File: config.mk
export PLATFORM = sky130hd
export DESIGN_NAME = gauge_pin_top
export DESIGN_NICKNAME = d
export VERILOG_FILES = /design/src/verilog/gauge_pkg.sv /design/src/verilog/pin_sync.sv /design/src/verilog/gauge_pin_top.sv
export SDC_FILE = /design/constraint.sdc
export NUM_CORES = 1
export LEC_CHECK = 0
export ABC_CLOCK_PERIOD_IN_PS = 10900
export BUFFER_PORTS_ARGS = -buffer_cell sky130_fd_sc_hd__buf_4
export CORE_ASPECT_RATIO = 1.75
export CORE_MARGIN = 4
export CORE_UTILIZATION = 40
export CTS_CLUSTER_SIZE = 10
export DETAILED_ROUTE_END_ITERATION = 10
export PLACE_DENSITY = 0.58
export SLEW_MARGIN = 30
export SYNTH_ARGS = -nofsm -noshare
export SYNTH_HDL_FRONTEND = slang
export SYNTH_HIERARCHICAL = 1
export SYNTH_SLANG_ARGS = --single-unit
File: constraint.sdc
create_clock -name aclk -period 10.9 [get_ports aclk]
set_input_delay 3.27 -clock aclk [delete_from_list [all_inputs] [get_ports aclk]]
set_output_delay 3.27 -clock aclk [all_outputs]
set_load 0.02 [all_outputs]
File: src/verilog/gauge_pkg.sv
// Constants shared by the charge gauge pin and register logic.
// Assumes a 100 MHz system clock and 32-bit AXI4-Lite register access.
package gauge_pkg;
  // System clock and pin timing
  localparam int CLK_MHZ              = 100;
  localparam int CHARGE_DONE_MIN_NS   = 1000;  // Least charge-done high time
  localparam int CHARGE_DONE_MIN_CYC  = (CHARGE_DONE_MIN_NS * CLK_MHZ + 999) / 1000;
  localparam int SCL_MAX_KHZ          = 400;   // Guaranteed serial clock rate
  localparam int SCL_MIN_HALF_CYC     = (CLK_MHZ * 1000) / (2 * SCL_MAX_KHZ);
  // AXI byte offsets
  localparam logic [7:0] OFS_STATUS   = 8'h00;
  localparam logic [7:0] OFS_CONTROL  = 8'h04;
  localparam logic [7:0] OFS_CHARGE   = 8'h08;
  localparam logic [7:0] OFS_THR_HIGH = 8'h0C;
  localparam logic [7:0] OFS_THR_LOW  = 8'h10;
  localparam logic [7:0] OFS_IRQ_STAT = 8'h14;
  localparam logic [7:0] OFS_IRQ_MASK = 8'h18;
  // Reset values
  localparam logic [7:0]  CONTROL_RST  = 8'h3C;
  localparam logic [15:0] CHARGE_RST   = 16'h7FFF;
  localparam logic [15:0] THR_HIGH_RST = 16'hFFFF;
  localparam logic [15:0] THR_LOW_RST  = 16'h0000;
  localparam logic [15:0] CHARGE_FULL  = 16'hFFFF;
  localparam logic [15:0] CHARGE_EMPTY = 16'h0000;
  localparam logic [4:0]  IRQ_MASK_RST = 5'h00;
  // Control field positions
  localparam int CTL_VBAT_LSB  = 6;  // [7:6] battery alert level select
  localparam int CTL_PRESC_LSB = 3;  // [5:3] prescale exponent, M = 2**code
  localparam int CTL_PIN_LSB   = 1;  // [2:1] shared pin function
  localparam int CTL_SHUTDOWN  = 0;  // [0] stop counting
  // Battery alert level codes
  localparam logic [1:0] VBAT_2V8 = 2'h1;
  localparam logic [1:0] VBAT_2V9 = 2'h2;
  localparam logic [1:0] VBAT_3V0 = 2'h3;
  // Shared pin function codes
  localparam logic [1:0] PIN_ALERT       = 2'h2;
  localparam logic [1:0] PIN_CHARGE_DONE = 2'h1;
  // Status bit positions
  localparam int ST_ID   = 7;
  localparam int ST_OVF  = 5;
  localparam int ST_HIGH = 3;
  localparam int ST_LOW  = 2;
  localparam int ST_VBAT = 1;
  localparam int ST_UVLO = 0;
  // Interrupt bit positions
  localparam int IRQ_HIGH = 0;
  localparam int IRQ_LOW  = 1;
  localparam int IRQ_OVF  = 2;
  localparam int IRQ_VBAT = 3;
  localparam int IRQ_DONE = 4;
  // Serial bus
  localparam logic [6:0] SERIAL_ADDR = 7'h4A;  // Arbitrary bus address
  localparam logic [1:0] AXI_OKAY    = 2'h0;
  localparam logic [1:0] AXI_SLVERR  = 2'h2;
endpackage : gauge_pkg

File: src/verilog/pin_sync.sv
// Two-flop synchroniser for a group of asynchronous levels.
// Assumes each bit is independent; no bus coherence is kept.
`timescale 1ns/1ps
module pin_sync #(
  parameter int W = 1
) (
  input  wire logic         aclk,
  input  wire logic         aresetn,
  input  wire logic         ce,
  input  wire logic [W-1:0] async_in,
  input  wire logic [W-1:0] rst_val,
  output logic      [W-1:0] sync_out
);
  logic [W-1:0] meta_r;

  // First stage feeds only the second stage
  always_ff @(posedge aclk) begin
    if (!aresetn) begin
      meta_r   <= rst_val;  // Idle level of each pin, so no false edge follows reset
      sync_out <= rst_val;
    end else if (ce) begin
      meta_r   <= async_in;
      sync_out <= meta_r;
    end
  end
endmodule : pin_sync

File: src/verilog/gauge_pin_top.sv
// Charge gauge digital core: counter, limits, shared alert/charge-done pin,
// serial slave and AXI4-Lite register slave.
// Assumes pins and analog events are asynchronous and the host keeps one access outstanding.
//
// Chosen here: the register addresses and the AXI4-Lite interface to the registers.
`timescale 1ns/1ps
module gauge_pin_top (
  input  wire logic        aclk,
  input  wire logic        aresetn,
  input  wire logic        ce,
  input  wire logic [7:0]  s_axi_awaddr,
  input  wire logic        s_axi_awvalid,
  output logic             s_axi_awready,
  input  wire logic [31:0] s_axi_wdata,
  input  wire logic [3:0]  s_axi_wstrb,
  input  wire logic        s_axi_wvalid,
  output logic             s_axi_wready,
  output logic [1:0]       s_axi_bresp,
  output logic             s_axi_bvalid,
  input  wire logic        s_axi_bready,
  input  wire logic [7:0]  s_axi_araddr,
  input  wire logic        s_axi_arvalid,
  output logic             s_axi_arready,
  output logic [31:0]      s_axi_rdata,
  output logic [1:0]       s_axi_rresp,
  output logic             s_axi_rvalid,
  input  wire logic        s_axi_rready,
  input  wire logic        ramp_flip,
  input  wire logic        ramp_up,
  input  wire logic        vbat_below_2v8,
  input  wire logic        vbat_below_2v9,
  input  wire logic        vbat_below_3v0,
  input  wire logic        uvlo_seen,
  input  wire logic        scl_in,
  input  wire logic        sda_in,
  output logic             sda_out,
  output logic             sda_oe_n,
  input  wire logic        alert_or_charge_done_pin_in,
  output logic             alert_or_charge_done_pin_out,
  output logic             alert_or_charge_done_pin_oe_n,
  output logic             irq
);
  typedef enum logic [6:0] {
    SER_IDLE   = 7'b000_0001,
    SER_ADDR   = 7'b000_0010,
    SER_ACK_A  = 7'b000_0100,
    SER_WR     = 7'b000_1000,
    SER_ACK_W  = 7'b001_0000,
    SER_RD     = 7'b010_0000,
    SER_ACK_R  = 7'b100_0000
  } ser_state_t;

  localparam logic [7:0] CHIP_ID_BIT = 8'h80;  // Arbitrary identification bit value

  logic        flip_q, flip_d_r, up_q, v28_q, v29_q, v30_q, uvlo_q, scl_q, sda_q, pin_q;
  logic        scl_d_r, sda_d_r;
  logic [7:0]  control_r;
  logic [15:0] charge_r, thr_high_r, thr_low_r;
  logic [6:0]  presc_r;
  logic [5:0]  flags_r;        // {ovf, high, low, vbat} at bits 3..0 plus uvlo, spare
  logic [4:0]  irq_stat_r, irq_mask_r;
  logic [5:0]  flags_prev_r;
  logic        aw_held_r, w_held_r;
  logic [7:0]  aw_addr_r;
  logic [31:0] w_data_r;
  logic [3:0]  w_strb_r;
  ser_state_t  ser_r;
  logic [3:0]  bit_cnt_r;
  logic [7:0]  shift_r;
  logic [2:0]  ptr_r;
  logic        ptr_done_r, rw_r, wr_data_ok_r, wr_data_ok;

  // Asynchronous pins and analog events pass two flops first
  pin_sync #(.W(9)) u_sync (
    .aclk     (aclk),
    .aresetn  (aresetn),
    .ce       (ce),
    .async_in ({ramp_flip, ramp_up, vbat_below_2v8, vbat_below_2v9, vbat_below_3v0,
                uvlo_seen, scl_in, sda_in, alert_or_charge_done_pin_in}),
    .rst_val  (9'h007),  // Serial clock, data and shared pin idle high
    .sync_out ({flip_q, up_q, v28_q, v29_q, v30_q, uvlo_q, scl_q, sda_q, pin_q})
  );

  // Decoded controls
  logic [1:0] pin_mode;
  logic [1:0] vbat_sel;
  logic [2:0] presc_code;
  logic       alert_mode, done_mode, counting;
  assign pin_mode   = control_r[gauge_pkg::CTL_PIN_LSB+:2];
  assign vbat_sel   = control_r[gauge_pkg::CTL_VBAT_LSB+:2];
  assign presc_code = control_r[gauge_pkg::CTL_PRESC_LSB+:3];
  assign alert_mode = (pin_mode == gauge_pkg::PIN_ALERT);
  assign done_mode  = (pin_mode == gauge_pkg::PIN_CHARGE_DONE);
  assign counting   = !control_r[gauge_pkg::CTL_SHUTDOWN];

  // Prescale top value: M - 1 with M = 2**code, so one count weighs M/128
  function automatic logic [6:0] presc_top(input logic [2:0] code);
    presc_top = 7'((8'h01 << code) - 8'h01);
  endfunction : presc_top

  // Selected battery comparator level
  logic vbat_low;
  always_comb begin
    case (vbat_sel)
      gauge_pkg::VBAT_2V8: vbat_low = v28_q;
      gauge_pkg::VBAT_2V9: vbat_low = v29_q;
      gauge_pkg::VBAT_3V0: vbat_low = v30_q;
      default:             vbat_low = 1'b0;
    endcase
  end

  // Serial and AXI write/read events toward the register file
  logic       ser_wr, ser_rd_status, axi_wr, axi_rd_status;
  logic [7:0] axi_wa;
  logic [31:0] axi_wd;
  logic [3:0]  axi_ws;
  logic        charge_load;
  assign charge_load = done_mode && pin_q;

  // Strobe merge of a byte-laned write
  function automatic logic [31:0] merge(input logic [31:0] old_v, input logic [31:0] new_v,
                                        input logic [3:0] strb);
    for (int i = 0; i < 4; i++) begin
      merge[8*i+:8] = strb[i] ? new_v[8*i+:8] : old_v[8*i+:8];
    end
  endfunction : merge

  // Ramp reversal edge
  logic flip_ev;
  assign flip_ev = flip_q && !flip_d_r;
  always_ff @(posedge aclk) begin
    if (!aresetn) begin
      flip_d_r <= 1'b0;
      scl_d_r  <= 1'b1;
      sda_d_r  <= 1'b1;
    end else if (ce) begin
      flip_d_r <= flip_q;
      scl_d_r  <= scl_q;
      sda_d_r  <= sda_q;
    end
  end

  // Prescaler and saturating accumulator
  logic carry_up, carry_dn;
  assign carry_up = counting && flip_ev && up_q && (presc_r == presc_top(presc_code));
  assign carry_dn = counting && flip_ev && !up_q && (presc_r == 7'h00);
  always_ff @(posedge aclk) begin
    if (!aresetn) begin
      presc_r <= 7'h00;
    end else if (ce) begin
      if (counting && flip_ev) begin
        if (up_q) begin
          presc_r <= carry_up ? 7'h00 : 7'(presc_r + 7'h01);
        end else begin
          presc_r <= carry_dn ? presc_top(presc_code) : 7'(presc_r - 7'h01);
        end
      end
    end
  end

  // Serial write path lands in byte view
  logic [7:0] ser_wbyte;
  logic [2:0] ser_wptr;
  always_ff @(posedge aclk) begin
    if (!aresetn) begin
      charge_r <= gauge_pkg::CHARGE_RST;
    end else if (ce) begin
      if (charge_load) begin
        charge_r <= gauge_pkg::CHARGE_FULL;
      end else if (axi_wr && axi_wa == gauge_pkg::OFS_CHARGE) begin
        charge_r <= 16'(merge({16'h0000, charge_r}, axi_wd, axi_ws));
      end else if (ser_wr && ser_wptr == 3'h2) begin
        charge_r <= {ser_wbyte, charge_r[7:0]};
      end else if (ser_wr && ser_wptr == 3'h3) begin
        charge_r <= {charge_r[15:8], ser_wbyte};
      end else if (carry_up && charge_r != gauge_pkg::CHARGE_FULL) begin
        charge_r <= 16'(charge_r + 16'h0001);
      end else if (carry_dn && charge_r != gauge_pkg::CHARGE_EMPTY) begin
        charge_r <= 16'(charge_r - 16'h0001);
      end
    end
  end

  // Control and limits, AXI wins over a same-cycle serial write
  always_ff @(posedge aclk) begin
    if (!aresetn) begin
      control_r  <= gauge_pkg::CONTROL_RST;
      thr_high_r <= gauge_pkg::THR_HIGH_RST;
      thr_low_r  <= gauge_pkg::THR_LOW_RST;
      irq_mask_r <= gauge_pkg::IRQ_MASK_RST;
    end else if (ce) begin
      if (axi_wr) begin
        if (axi_wa == gauge_pkg::OFS_CONTROL) control_r <= 8'(merge(32'h0, axi_wd, axi_ws));
        if (axi_wa == gauge_pkg::OFS_THR_HIGH) begin
          thr_high_r <= 16'(merge({16'h0000, thr_high_r}, axi_wd, axi_ws));
        end
        if (axi_wa == gauge_pkg::OFS_THR_LOW) begin
          thr_low_r <= 16'(merge({16'h0000, thr_low_r}, axi_wd, axi_ws));
        end
        if (axi_wa == gauge_pkg::OFS_IRQ_MASK && axi_ws[0]) irq_mask_r <= axi_wd[4:0];
      end else if (ser_wr) begin
        case (ser_wptr)
          3'h1:    control_r  <= ser_wbyte;
          3'h4:    thr_high_r <= {ser_wbyte, thr_high_r[7:0]};
          3'h5:    thr_high_r <= {thr_high_r[15:8], ser_wbyte};
          3'h6:    thr_low_r  <= {ser_wbyte, thr_low_r[7:0]};
          3'h7:    thr_low_r  <= {thr_low_r[15:8], ser_wbyte};
          default: control_r  <= control_r;
        endcase
      end
    end
  end

  // Live conditions behind each status flag
  logic [5:0] cond;
  assign cond = {1'b0, uvlo_q,
                 (charge_r == gauge_pkg::CHARGE_FULL) || (charge_r == gauge_pkg::CHARGE_EMPTY),
                 charge_r > thr_high_r, charge_r < thr_low_r, vbat_low};

  // Flags set by condition, cleared by a status read once gone; set wins
  logic rd_clr;
  assign rd_clr = ser_rd_status || axi_rd_status;
  always_ff @(posedge aclk) begin
    if (!aresetn) begin
      flags_r      <= 6'h00;
      flags_prev_r <= 6'h00;
    end else if (ce) begin
      flags_r      <= cond | (rd_clr ? 6'h00 : flags_r);
      flags_prev_r <= flags_r;
    end
  end

  // Status byte in the device's layout
  logic [7:0] status_byte;
  assign status_byte = CHIP_ID_BIT | {2'b00, flags_r[3], 1'b0, flags_r[2], flags_r[1],
                                      flags_r[0], flags_r[4]};

  // Sticky interrupt status, write one to clear, new event wins
  logic [4:0] irq_ev, irq_w1c;
  assign irq_ev  = {charge_load, flags_r[0] && !flags_prev_r[0], flags_r[3] && !flags_prev_r[3],
                    flags_r[1] && !flags_prev_r[1], flags_r[2] && !flags_prev_r[2]};
  assign irq_w1c = (axi_wr && axi_wa == gauge_pkg::OFS_IRQ_STAT && axi_ws[0]) ? axi_wd[4:0]
                                                                           : 5'h00;
  always_ff @(posedge aclk) begin
    if (!aresetn) begin
      irq_stat_r <= 5'h00;
    end else if (ce) begin
      irq_stat_r <= (irq_stat_r & ~irq_w1c) | irq_ev;
    end
  end
  assign irq = |(irq_stat_r & irq_mask_r);

  // Shared pin: open drain low on any alert flag in alert mode only
  always_ff @(posedge aclk) begin
    if (!aresetn) begin
      alert_or_charge_done_pin_oe_n <= 1'b1;
    end else if (ce) begin
      alert_or_charge_done_pin_oe_n <= !(alert_mode && (|flags_r[3:0]));
    end
  end
  assign alert_or_charge_done_pin_out = 1'b0;

  // Byte view for the serial slave
  function automatic logic [7:0] byte_at(input logic [2:0] p, input logic [7:0] st,
                                         input logic [7:0] ct, input logic [15:0] ch,
                                         input logic [15:0] th, input logic [15:0] tl);
    case (p)
      3'h0:    byte_at = st;
      3'h1:    byte_at = ct;
      3'h2:    byte_at = ch[15:8];
      3'h3:    byte_at = ch[7:0];
      3'h4:    byte_at = th[15:8];
      3'h5:    byte_at = th[7:0];
      3'h6:    byte_at = tl[15:8];
      default: byte_at = tl[7:0];
    endcase
  endfunction : byte_at

  // Next byte the slave shifts out
  logic [7:0] ser_next_byte;
  assign ser_next_byte = byte_at(ptr_r, status_byte, control_r, charge_r, thr_high_r, thr_low_r);

  // Serial bus edges; clock is sampled at 100 MHz, ample for 400 kHz
  logic scl_rise, scl_fall, ser_start, ser_stop;
  assign scl_rise  = scl_q && !scl_d_r;
  assign scl_fall  = !scl_q && scl_d_r;
  assign ser_start = scl_q && scl_d_r && sda_d_r && !sda_q;
  assign ser_stop  = scl_q && scl_d_r && !sda_d_r && sda_q;

  // Serial slave: address, pointer byte, data bytes with auto-increment
  always_ff @(posedge aclk) begin
    if (!aresetn) begin
      ser_r      <= SER_IDLE;
      bit_cnt_r  <= 4'h0;
      shift_r    <= 8'h00;
      ptr_r      <= 3'h0;
      ptr_done_r <= 1'b0;
      rw_r       <= 1'b0;
      sda_oe_n   <= 1'b1;
    end else if (ce) begin
      if (ser_start) begin
        ser_r     <= SER_ADDR;
        bit_cnt_r <= 4'h0;
        sda_oe_n  <= 1'b1;
      end else if (ser_stop) begin
        ser_r    <= SER_IDLE;
        sda_oe_n <= 1'b1;
      end else begin
        case (ser_r)
          SER_ADDR, SER_WR: begin
            if (scl_rise) begin
              shift_r   <= {shift_r[6:0], sda_q};
              bit_cnt_r <= 4'(bit_cnt_r + 4'h1);
            end else if (scl_fall && bit_cnt_r == 4'h8) begin
              bit_cnt_r <= 4'h0;
              if (ser_r == SER_ADDR) begin
                if (shift_r[7:1] == gauge_pkg::SERIAL_ADDR) begin
                  rw_r       <= shift_r[0];
                  ptr_done_r <= 1'b0;
                  sda_oe_n   <= 1'b0;
                  ser_r      <= SER_ACK_A;
                end else begin
                  ser_r <= SER_IDLE;
                end
              end else begin
                if (!ptr_done_r) ptr_r <= shift_r[2:0];
                ptr_done_r <= 1'b1;
                sda_oe_n   <= 1'b0;
                ser_r      <= SER_ACK_W;
              end
            end
          end
          SER_ACK_A, SER_ACK_W: begin
            if (scl_fall) begin
              if (ser_r == SER_ACK_A && rw_r) begin
                shift_r  <= ser_next_byte;
                sda_oe_n <= ser_next_byte[7];
                bit_cnt_r <= 4'h1;
                ser_r    <= SER_RD;
              end else begin
                sda_oe_n <= 1'b1;
                ser_r    <= SER_WR;
                if (ser_wr) ptr_r <= 3'(ptr_r + 3'h1);  // Advance on each data byte, not on the pointer byte
              end
            end
          end
          SER_RD: begin
            if (scl_fall) begin
              if (bit_cnt_r == 4'h8) begin
                sda_oe_n <= 1'b1;
                ptr_r    <= 3'(ptr_r + 3'h1);
                ser_r    <= SER_ACK_R;
              end else begin
                sda_oe_n  <= shift_r[6];
                shift_r   <= {shift_r[6:0], 1'b0};
                bit_cnt_r <= 4'(bit_cnt_r + 4'h1);
              end
            end
          end
          SER_ACK_R: begin
            if (scl_rise && sda_q) begin
              ser_r <= SER_IDLE;
            end else if (scl_fall) begin
              shift_r   <= ser_next_byte;
              sda_oe_n  <= ser_next_byte[7];
              bit_cnt_r <= 4'h1;
              ser_r     <= SER_RD;
            end
          end
          default: ser_r <= SER_IDLE;
        endcase
      end
    end
  end
  assign sda_out       = 1'b0;
  assign ser_wr        = (ser_r == SER_ACK_W) && scl_fall && ptr_done_r && !ser_start && !ser_stop
                         && (bit_cnt_r == 4'h0) && wr_data_ok;
  assign ser_wbyte     = shift_r;
  assign ser_wptr      = ptr_r;
  assign ser_rd_status = (ser_r == SER_RD) && scl_fall && (bit_cnt_r == 4'h8) && (ptr_r == 3'h0);

  // Pointer byte is not a data write
  always_ff @(posedge aclk) begin
    if (!aresetn) begin
      wr_data_ok_r <= 1'b0;
    end else if (ce) begin
      if (ser_r == SER_ADDR) wr_data_ok_r <= 1'b0;
      else if (ser_r == SER_ACK_W && scl_fall) wr_data_ok_r <= 1'b1;
    end
  end
  assign wr_data_ok = wr_data_ok_r;

  // AXI write address and data held until both are present
  assign s_axi_awready = !aw_held_r && !s_axi_bvalid;
  assign s_axi_wready  = !w_held_r && !s_axi_bvalid;
  assign axi_wr = aw_held_r && w_held_r && !s_axi_bvalid;
  assign axi_wa = aw_addr_r;
  assign axi_wd = w_data_r;
  assign axi_ws = w_strb_r;
  always_ff @(posedge aclk) begin
    if (!aresetn) begin
      aw_held_r    <= 1'b0;
      w_held_r     <= 1'b0;
      aw_addr_r    <= 8'h00;
      w_data_r     <= 32'h0000_0000;
      w_strb_r     <= 4'h0;
      s_axi_bvalid <= 1'b0;
      s_axi_bresp  <= gauge_pkg::AXI_OKAY;
    end else if (ce) begin
      if (s_axi_awvalid && s_axi_awready) begin
        aw_held_r <= 1'b1;
        aw_addr_r <= s_axi_awaddr;
      end
      if (s_axi_wvalid && s_axi_wready) begin
        w_held_r <= 1'b1;
        w_data_r <= s_axi_wdata;
        w_strb_r <= s_axi_wstrb;
      end
      if (axi_wr) begin
        aw_held_r    <= 1'b0;
        w_held_r     <= 1'b0;
        s_axi_bvalid <= 1'b1;
        s_axi_bresp  <= (aw_addr_r == gauge_pkg::OFS_STATUS || aw_addr_r > gauge_pkg::OFS_IRQ_MASK
                         || aw_addr_r[1:0] != 2'b00) ? gauge_pkg::AXI_SLVERR : gauge_pkg::AXI_OKAY;
      end else if (s_axi_bvalid && s_axi_bready) begin
        s_axi_bvalid <= 1'b0;
      end
    end
  end

  // AXI read: one cycle to data, status read clears gone flags
  assign s_axi_arready = !s_axi_rvalid;
  assign axi_rd_status = s_axi_arvalid && s_axi_arready && s_axi_araddr == gauge_pkg::OFS_STATUS;
  always_ff @(posedge aclk) begin
    if (!aresetn) begin
      s_axi_rvalid <= 1'b0;
      s_axi_rdata  <= 32'h0000_0000;
      s_axi_rresp  <= gauge_pkg::AXI_OKAY;
    end else if (ce) begin
      if (s_axi_arvalid && s_axi_arready) begin
        s_axi_rvalid <= 1'b1;
        s_axi_rresp  <= gauge_pkg::AXI_OKAY;
        case (s_axi_araddr)
          gauge_pkg::OFS_STATUS:   s_axi_rdata <= {24'h00_0000, status_byte};
          gauge_pkg::OFS_CONTROL:  s_axi_rdata <= {24'h00_0000, control_r};
          gauge_pkg::OFS_CHARGE:   s_axi_rdata <= {16'h0000, charge_r};
          gauge_pkg::OFS_THR_HIGH: s_axi_rdata <= {16'h0000, thr_high_r};
          gauge_pkg::OFS_THR_LOW:  s_axi_rdata <= {16'h0000, thr_low_r};
          gauge_pkg::OFS_IRQ_STAT: s_axi_rdata <= {27'h000_0000, irq_stat_r};
          gauge_pkg::OFS_IRQ_MASK: s_axi_rdata <= {27'h000_0000, irq_mask_r};
          default: begin
            s_axi_rdata <= 32'h0000_0000;
            s_axi_rresp <= gauge_pkg::AXI_SLVERR;
          end
        endcase
      end else if (s_axi_rvalid && s_axi_rready) begin
        s_axi_rvalid <= 1'b0;
      end
    end
  end
endmodule : gauge_pin_top

# Word level (Yosys, flattened, before mapping)
# Cells that the tools add are included.
# classes
addsub	7
magnitude_cmp	3
n_eq_ne	80
shifts	1
n_mux	97
bitwise	8
reduce_logical	126
# ops
cell	n
$mux 16	12
$mux 8	14
$pmux 16 s7	1
$mux 7	13
$pmux 16 s2	2
$pmux 8 s7	1
$logic_and 1x1->1	49
$eq 8x5->1 const B	6
$ne 2x2->1 const B	21
$mux 4	10
$ne 4x4->1 const B	9
$eq 8x4->1 const B	4
$pmux 8 s4	1
$mux 3	10
$pmux 7 s4	1
$ne 3x3->1 const B	9
$reduce_and 6->1	4
$reduce_bool 2->1	12
$mux 1	23
$reduce_and 2->1	10
$logic_not 1->1	18
$add 16x1->16 const B	1
$eq 16x16->1 const B	1
$eq 8x3->1 const B	2
other kinds (60)	88
# word_totals
ff_bits	197
input_bits	69
out_inout_bits	46
word_cells	358

# Depth between registers and ports, before layout
# Gate-level depths: netlist of the first run.
# depth
depth_word	13
depth_mapped	16

# Modules after synthesis
# Netlist of the first run, hierarchy kept.
# modules_own_cells
module	instances	cells_per_inst	area_per_inst_um2	seq_area_each_um2
gauge_pin_top	1	1347	10506.3	3203.1
pin_sync	1	39	814.5	540.5

# Least setup slack after synthesis of the first run
# OpenSTA, ideal clock, no wires.
# synth_timing
kind	input to register
from	in s_axi_araddr[1]
to	reg s_axi_rdata[4]
setup_time_ps	65
arrival_ps	5005
setup_slack_ps	5830
cell_stages	8
path_cell_list	or2_2 -> clkbuf_1 -> nor4_1 -> clkbuf_1 -> a22oi_1 -> a31oi_1 -> a21oi_1 -> nor2_1
# synth_via
elab_chain_len	2
word_cells_on_any_way	8
# synth_rtl
item	line_no	rtl
start, declared	gauge_pin_top.sv:21	input wire logic [7:0] s_axi_araddr,
$eq 8x5->1 (tied with other cells)	gauge_pin_top.sv:443	case (s_axi_araddr)
$pmux 16 s7 *	gauge_pin_top.sv:443	
end signal, assigned	gauge_pin_top.sv:444	gauge_pkg::OFS_STATUS: s_axi_rdata <= {24'h00_0000, status_byte};
end signal, assigned	gauge_pin_top.sv:445	gauge_pkg::OFS_CONTROL: s_axi_rdata <= {24'h00_0000, control_r};
end signal, assigned	gauge_pin_top.sv:446	gauge_pkg::OFS_CHARGE: s_axi_rdata <= {16'h0000, charge_r};
end, declared	gauge_pin_top.sv:24	output logic [31:0] s_axi_rdata,
# Every way passes the cells marked *; elsewhere a longest branch is shown, timed or not.
# A chain may end at the register's enable or synchronous reset.

==> results of run 1 <==
==> Yosys cell counts, types with 25 or more instances <==
master / n / area share, %
dfxtp_1: 160 / 28
nand2_1: 144 / 4.8
nor2_1: 134 / 4.4
a21oi_1: 112 / 5.0
clkbuf_1: 82 / 2.7
inv_1: 58 / 1.9
o21ai_0: 58 / 2.6
ha_1: 55 / 6.1
a22oi_1: 49 / 3.2
nand3_1: 40 / 1.8
mux2i_1: 36 / 3.2
a211oi_1: 33 / 2.2
a222oi_1: 25 / 2.2
==> metal layers <==
metal  vias to the layer above  share of wire (%)
met5                         -                  0
met2                       477                 50
met3                       145                5.8
met1                      5207                 36
met4                         0                7.4
li1                       5172                  -
==> final cells by class <==
type                       instances  share of cell area, %
clock buffer                      18                  3.440
clock inverter                    14                  1.382
inverter                          59                  1.745
multi-input combinational       1070                  54.85
sequential                       178                  29.32
tap                              373                  3.656
timing repair buffer              96                  5.606
==> through the flow <==
step / hold WS [ns] / util [%] / cell area, µm²
final: 0.4713 / 45.64 / 12770
after global routing: 0.5113 / 45.64 / 12770
after CTS: 0.4767 / 45.56 / 12740
after detailed placement: 0.4668 / 43.36 / 12130
after global placement: 0.4594 / 43.25 / 12100
after floorplan: 0.4495 / - / 11460
==> placed cells by master (no fill, tap or decap), types with 15 or more instances in the layout <==
cell,instances
nor3_1,22
o211ai_1,20
a22oi_1,49
and3_1,16
buf_4,94
clkbuf_16,17
mux2_2,17
a222oi_1,25
a21oi_1,112
ha_1,55
nand2_1,144
inv_1,58
a211oi_1,33
a221oi_1,15
edfxtp_1,18
o21ai_0,58
nand3_1,40
dfxtp_1,160
a21o_1,22
nor2_1,132
mux2i_1,36
conb_1,38
==> report_power, final <==
group          switching [mW]  internal, mW  leakage (nW)  total (mW)
Combinational          0.0889        0.0632          3.19       0.152
Sequential             0.0302         0.682          1.48       0.712
Clock                   0.287         0.370         0.299       0.657
==> critical path, stage by stage <==
cell,delay (ns)
buf_4,0.25
inv_1,0.40
nor3_1,0.21
and4b_1,0.33
a21oi_1,0.60
nand2_1,0.17
o21a_1,0.14
a311oi_1,0.25
==> worst max-delay path by stage <==
stage / start / to / slack (ns) / cells after the start
after floorplan: s_axi_araddr[1] / s_axi_rdata[4] / 5.83 / 8
after global placement: ce / flags_r[1] / 5.13 / 8
after detailed placement: s_axi_araddr[5] / flags_r[1] / 5.10 / 8
after CTS: s_axi_araddr[5] / flags_r[1] / 5.58 / 8
after global routing: control_r[5] / charge_r[14] / 5.30 / 14
final: ce / flags_r[1] / 5.58 / 8
==> state kept, by name (all words and copies together) (netlist names), 4 cells and up <==
signal,count
s_axi_rdata,16
control_r,8
flags_prev_r,4
u_sync/sync_out,9
thr_low_r,16
bit_cnt_r,4
charge_r,16
irq_stat_r,5
u_sync/meta_r,9
aw_addr_r,8
thr_high_r,16
ser_wbyte,8
irq_mask_r,5
presc_r,7
flags_r,5
axi_wd,16
ser_r,7
==> logic make-up (layout without fill, tap and decap cells) <==
group,after synthesis,in the layout,synth area share [%]
compound gates,427,427,26.25
xor+xnor,13,13,1.006
fa+ha+maj,56,56,6.256
buf+inv,174,187,6.808
flops,178,178,33.07
mux,62,62,6.068
other cells,2,38,0.06634
simple gates,474,474,20.48
==> reports/results.txt, run 1 <==
first-pass GRT wire length = 60,640 µm
Final Non-Filler Cells = 1,808
Worst Reg-to-Reg Cells = 14
die width = 135.2 µm
Slew Viols, Final = 0
leakage = 4.970 nW
Worst-Margin Slew = 0.9470 ns
class of the worst hold path = reg -> reg
Clock Tree Buf Depth = 2
Yosys cell types = 84
hold path depth = 2
Global Route met2 Usage = 43.92%
via-per-instance ratio = 6.085
CTS tree = built
fraction of layout cells with a size suffix above 1 = 12.96%
area of the mapped netlist = 11,320 µm²
max frequency = 0.1881 GHz
Total GRT Usage = 25.36%
CTS Hold Bufs = 0
Critical Path End Type = register
fin nets = 1,547
Hold Vio Cnt, Final = 0
Pre-antenna DRT Iters = 7
DRT iter0 DRCs = 1,080
Avg Inst Size Synth = 8.168 µm²
GRT busiest layer = met2
grt met1 use = 28.34%
H-tree depth = 4
Power Total = 1.521 mW
Post-synth EDFFs = 18
CTS buffer count = 17
sequential cell area fraction in the yosys report = 33.07%
Synth Warn # = 6
post-route minimum period = 5.317 ns
M3 GR Usage = 3.969%
Avg WL per Cell = 22.08 µm
required time of the critical path = 11.24 ns
largest fanout on the critical path = 38
Multi-input gate area = 7002 µm²
unrepaired setup endpoints after global routing = no
initial antenna violation count = 0
number of fill cells = 2,854
Post-synth ARST share = 0%
Final GP Congestion = 0.9787
# IOs = 115
Startpoint Class = primary input
Main synth FF type = dfxtp_1
status = finished clean
Setup TNS = 0 ns
Final Cycle Share = 48.78%
CTS Sinks = 178
largest net degree at the start of global routing = 74
port buffer count = 76
Detail Route Antenna Nets = 0
worst relative slew slack = 36.78%
FF+latch area = 3744 µm²
final setup vio count = 0
final wirelength = 39,920 µm
VDD IR max = 0.1123 mV
num rows = 81
Clock Skew = 0.01143 ns
Setup Buffers After CTS = 0
CP Class = in -> reg
clock latency on the worst-skew pair = 0.45 ns
DR vias = 11,000
Hold EP = s_axi_rvalid
placed insts = 1,776
Post-CTS Resized = 0
Core ar. = 27,970 µm²
post-synthesis register bit count = 178
clk slew on worst S/H paths = 0.07 ns
worst r2r src = control_r[5]
MaxCap Viol Count = 0
Hold Path Origin = s_axi_rvalid
Detailed Place HPWL = 29,110 µm
cell count after synthesis = 1,386
Setup WS post-layout = 5.583 ns
CP arrival = 5.66 ns
Layout area overhead = 12.77%
Cell Pwr Density = 119.2 nW/µm²
Initial Utilization = 40.47%
FF-to-FF End = charge_r[14]
dpl ws = 5.101 ns
Overflow after GRT = 0
CTS root buf = clkbuf_16
DRC Markers = 0
flop2flop setup slack = 5.69 ns
Die Ht = 230.6 µm
n_diodes = 0
vias in the first global route = 10,380
die area = 31,160 µm²
Note: power is estimated with default switching activity, not from simulation.
==> run 2: changes to the inputs <==
--- a/config.mk
+++ b/config.mk
@@ -5,14 +5,14 @@
 export SDC_FILE = /design/constraint.sdc
 export NUM_CORES = 1
 export LEC_CHECK = 0
-export ABC_CLOCK_PERIOD_IN_PS = 10900
+export ABC_CLOCK_PERIOD_IN_PS = 4740
 export BUFFER_PORTS_ARGS = -buffer_cell sky130_fd_sc_hd__buf_4
 export CORE_ASPECT_RATIO = 1.75
 export CORE_MARGIN = 4
 export CORE_UTILIZATION = 40
 export CTS_CLUSTER_SIZE = 10
 export DETAILED_ROUTE_END_ITERATION = 10
-export PLACE_DENSITY = 0.58
+export PLACE_DENSITY = 0.6
 export SLEW_MARGIN = 30
 export SYNTH_ARGS = -nofsm -noshare
 export SYNTH_HDL_FRONTEND = slang
==> constraint.sdc (replaced) <==
create_clock -name aclk -period 4.74 [get_ports aclk]
set_input_delay 1.422 -clock aclk [delete_from_list [all_inputs] [get_ports aclk]]
set_output_delay 1.422 -clock aclk [all_outputs]
set_load 0.02 [all_outputs]
==> run 2 against run 1 <==
  * Clock power rose by 120%
  * Sequential share of layout area fell by 0.29 points
  * Sequential power rose by 130%
  * Via count rose by 0.51%
  * Core utilization rose by 0.45 points
  * Global-route usage barely moved
  * Final cell count rose by 1.2%
  * Routed wire length fell by 1.2%
  * Count of clock-buffer cells in the layout rose by 1
  * Setup slack got worse by 5.3 ns
==> reports/results.txt, run 2 (synthesis results as in run 1) <==
status = finished clean (unchanged)
first-pass GRT wire length = 60,680 µm (was 60,640 µm)
Setup TNS = 0 ns (unchanged)
Die Ht = 230.6 µm (unchanged)
Hold Vio Cnt, Final = 0 (unchanged)
Clock Tree Buf Depth = 2 (unchanged)
Cell Pwr Density = 266.8 nW/µm² (was 119.2 nW/µm²)
Total GRT Usage = 25.32% (was 25.36%)
via-per-instance ratio = 6.045 (was 6.085)
Detailed Place HPWL = 29,310 µm (was 29,110 µm)
class of the worst hold path = reg -> reg (unchanged)
Final GP Congestion = 0.9414 (was 0.9787)
leakage = 5.065 nW (was 4.970 nW)
fraction of layout cells with a size suffix above 1 = 13.94% (was 12.96%)
MaxCap Viol Count = 0 (unchanged)
Design Area, Final = 12,890 µm² (was 12,770 µm²)
DR vias = 11,060 (was 11,000)
Clock Skew = 0.01202 ns (was 0.01143 ns)
DRT iter0 DRCs = 1,057 (was 1,080)
CTS Sinks = 178 (unchanged)
CTS buffer count = 17 (unchanged)
unrepaired setup endpoints after global routing = no (unchanged)
Core ar. = 27,970 µm² (unchanged)
die width = 135.2 µm (unchanged)
Detail Route Antenna Nets = 0 (unchanged)
DRC Markers = 0 (unchanged)
clock latency on the worst-skew pair = 0.46 ns (was 0.45 ns)
Startpoint Class = register (was primary input)
CTS root buf = clkbuf_16 (unchanged)
grt met1 use = 27.82% (was 28.34%)
M3 GR Usage = 3.663% (was 3.969%)
initial antenna violation count = 0 (unchanged)
vias in the first global route = 10,510 (was 10,380)
largest fanout on the critical path = 8 (was 38)
Global Route met2 Usage = 42.94% (was 43.92%)
Final Cycle Share = 93.48%
clk slew on worst S/H paths = 0.07 ns (about the same)
highest-count cells in the layout ignoring fill and taps = dfxtp_1, nand2_1, nor2_1, buf_4, a21oi_1 (was dfxtp_1, nand2_1, nor2_1, a21oi_1, buf_4)
max frequency = 0.2257 GHz
Slew Viols, Final = 0 (unchanged)
CTS Hold Bufs = 0 (unchanged)
Critical Path End Type = register (unchanged)
fin nets = 1,568 (was 1,547)
Layout area overhead = 13.88% (was 12.77%)
num rows = 81 (unchanged)
placed inst area = 12,290 µm² (was 12,130 µm²)
GRT busiest layer = met2 (unchanged)
largest net degree at the start of global routing = 126 (was 74)
CTS tree = built (unchanged)
VDD IR max = 0.2773 mV (was 0.1123 mV)
Setup Buffers After CTS = 0 (unchanged)
post-route minimum period = 4.431 ns
port buffer count = 76 (unchanged)
n_diodes = 0 (unchanged)
Worst-Margin Slew = 1.000 ns (was 0.9470 ns)
Pre-antenna DRT Iters = 6 (was 7)
CP arrival = 4.77 ns (was 5.66 ns)
Avg WL per Cell = 21.57 µm (was 22.08 µm)
Overflow after GRT = 0 (unchanged)
CP Class = reg -> reg (was in -> reg)
die area = 31,160 µm² (unchanged)
worst relative slew slack = 32.78% (was 36.78%)
Post-CTS Resized = 0 (unchanged)
# IOs = 115 (unchanged)
commonest non-fill, non-tap cell in the layout = dfxtp_1 (unchanged)
final wirelength = 39,450 µm (was 39,920 µm)
H-tree depth = 4 (unchanged)
final setup vio count = 0 (unchanged)
required time of the critical path = 5.08 ns (was 11.24 ns)
Initial Utilization = 40.47% (unchanged)
run 2: cell count changes in the layout (fill, tap and decap cells not counted), moves of 2 or more:
| cell | previous run | this run |
|---|---|---|
| buf_4 | 94 | 115 |
| bufinv_16 | 3 | 1 |
| clkinv_2 | 3 | 1 |
| inv_6 | 2 | 4 |
| inv_8 | 1 | 3 |
| nor4_1 | 10 | 12 |
run 2: worst paths after layout:
| kind | startpoint | to | slack (ns) | cells past startpoint |
|---|---|---|---|---|
| setup reg to reg | control_r[0] | charge_r[14] | 0.31 | 14 |
| setup / recovery | control_r[0] | charge_r[14] | 0.31 | 14 |
| hold / removal | s_axi_rvalid | s_axi_rvalid | 0.48 | 2 |
| hold reg to reg | s_axi_rvalid | s_axi_rvalid | 0.48 | 2 |
run 2: metal layers:
| layer | vias up | routed length [µm] |
|---|---|---|
| li1 | 5209 | - |
| met1 | 5202 | 14320 |
| met2 | 475 | 19400 |
| met3 | 171 | 2164 |
| met4 | 0 | 3561 |
| met5 | - | 0 |
run 2: area by class of cell:
class                           count  area [µm²]
Clock inverter                     13       138.9
Timing Repair Buffer              117       888.4
Sequential cell                   178        3744
Fill cell                        2848       15080
Inverter                           59       222.7
Clock buffer                       19       454.2
Multi-Input combinational cell   1070        6978
Tap cell                          373       466.7
run 2: worst max-delay path: stages, from the launching register on:
cell and delay, ns:
dfxtp_1 0.34, or3b_1 0.46, a2111oi_2 0.35, o311ai_1 0.24, a211oi_4 0.36, inv_1 0.25, ha_1 0.38, nor2b_1 0.17
o31a_1 0.28, o211ai_1 0.26, a21oi_1 0.15, o41ai_1 0.46, mux2i_1 0.13, a2111oi_0 0.41, a21oi_1 0.07
run 2: metrics by stage:
| step | power, mW | utilization, % | hold slack (ns) | setup slack (ns) | instances |
|---|---|---|---|---|---|
| final | 3.440 | 46.09 | 0.4763 | 0.3091 | 1829 |
| after global routing | 3.559 | 46.09 | 0.5097 | 0.01531 | 1829 |
| after CTS | 3.473 | 46.07 | 0.4859 | 0.3297 | 1829 |
| after detailed placement | 2.021 | 43.95 | 0.4752 | 0.3242 | 1797 |
| after global placement | 2.016 | 43.88 | 0.4598 | 0.3397 | 1795 |
| after floorplan | 1.904 | - | 0.4495 | 0.8631 | 1422 |
run 2: power breakdown:
| part | internal [mW] | switching, mW | leakage (nW) |
|---|---|---|---|
| logic | 0.150 | 0.212 | 3.29 |
| registers | 1.57 | 0.0601 | 1.48 |
| clock network | 0.775 | 0.676 | 0.290 |
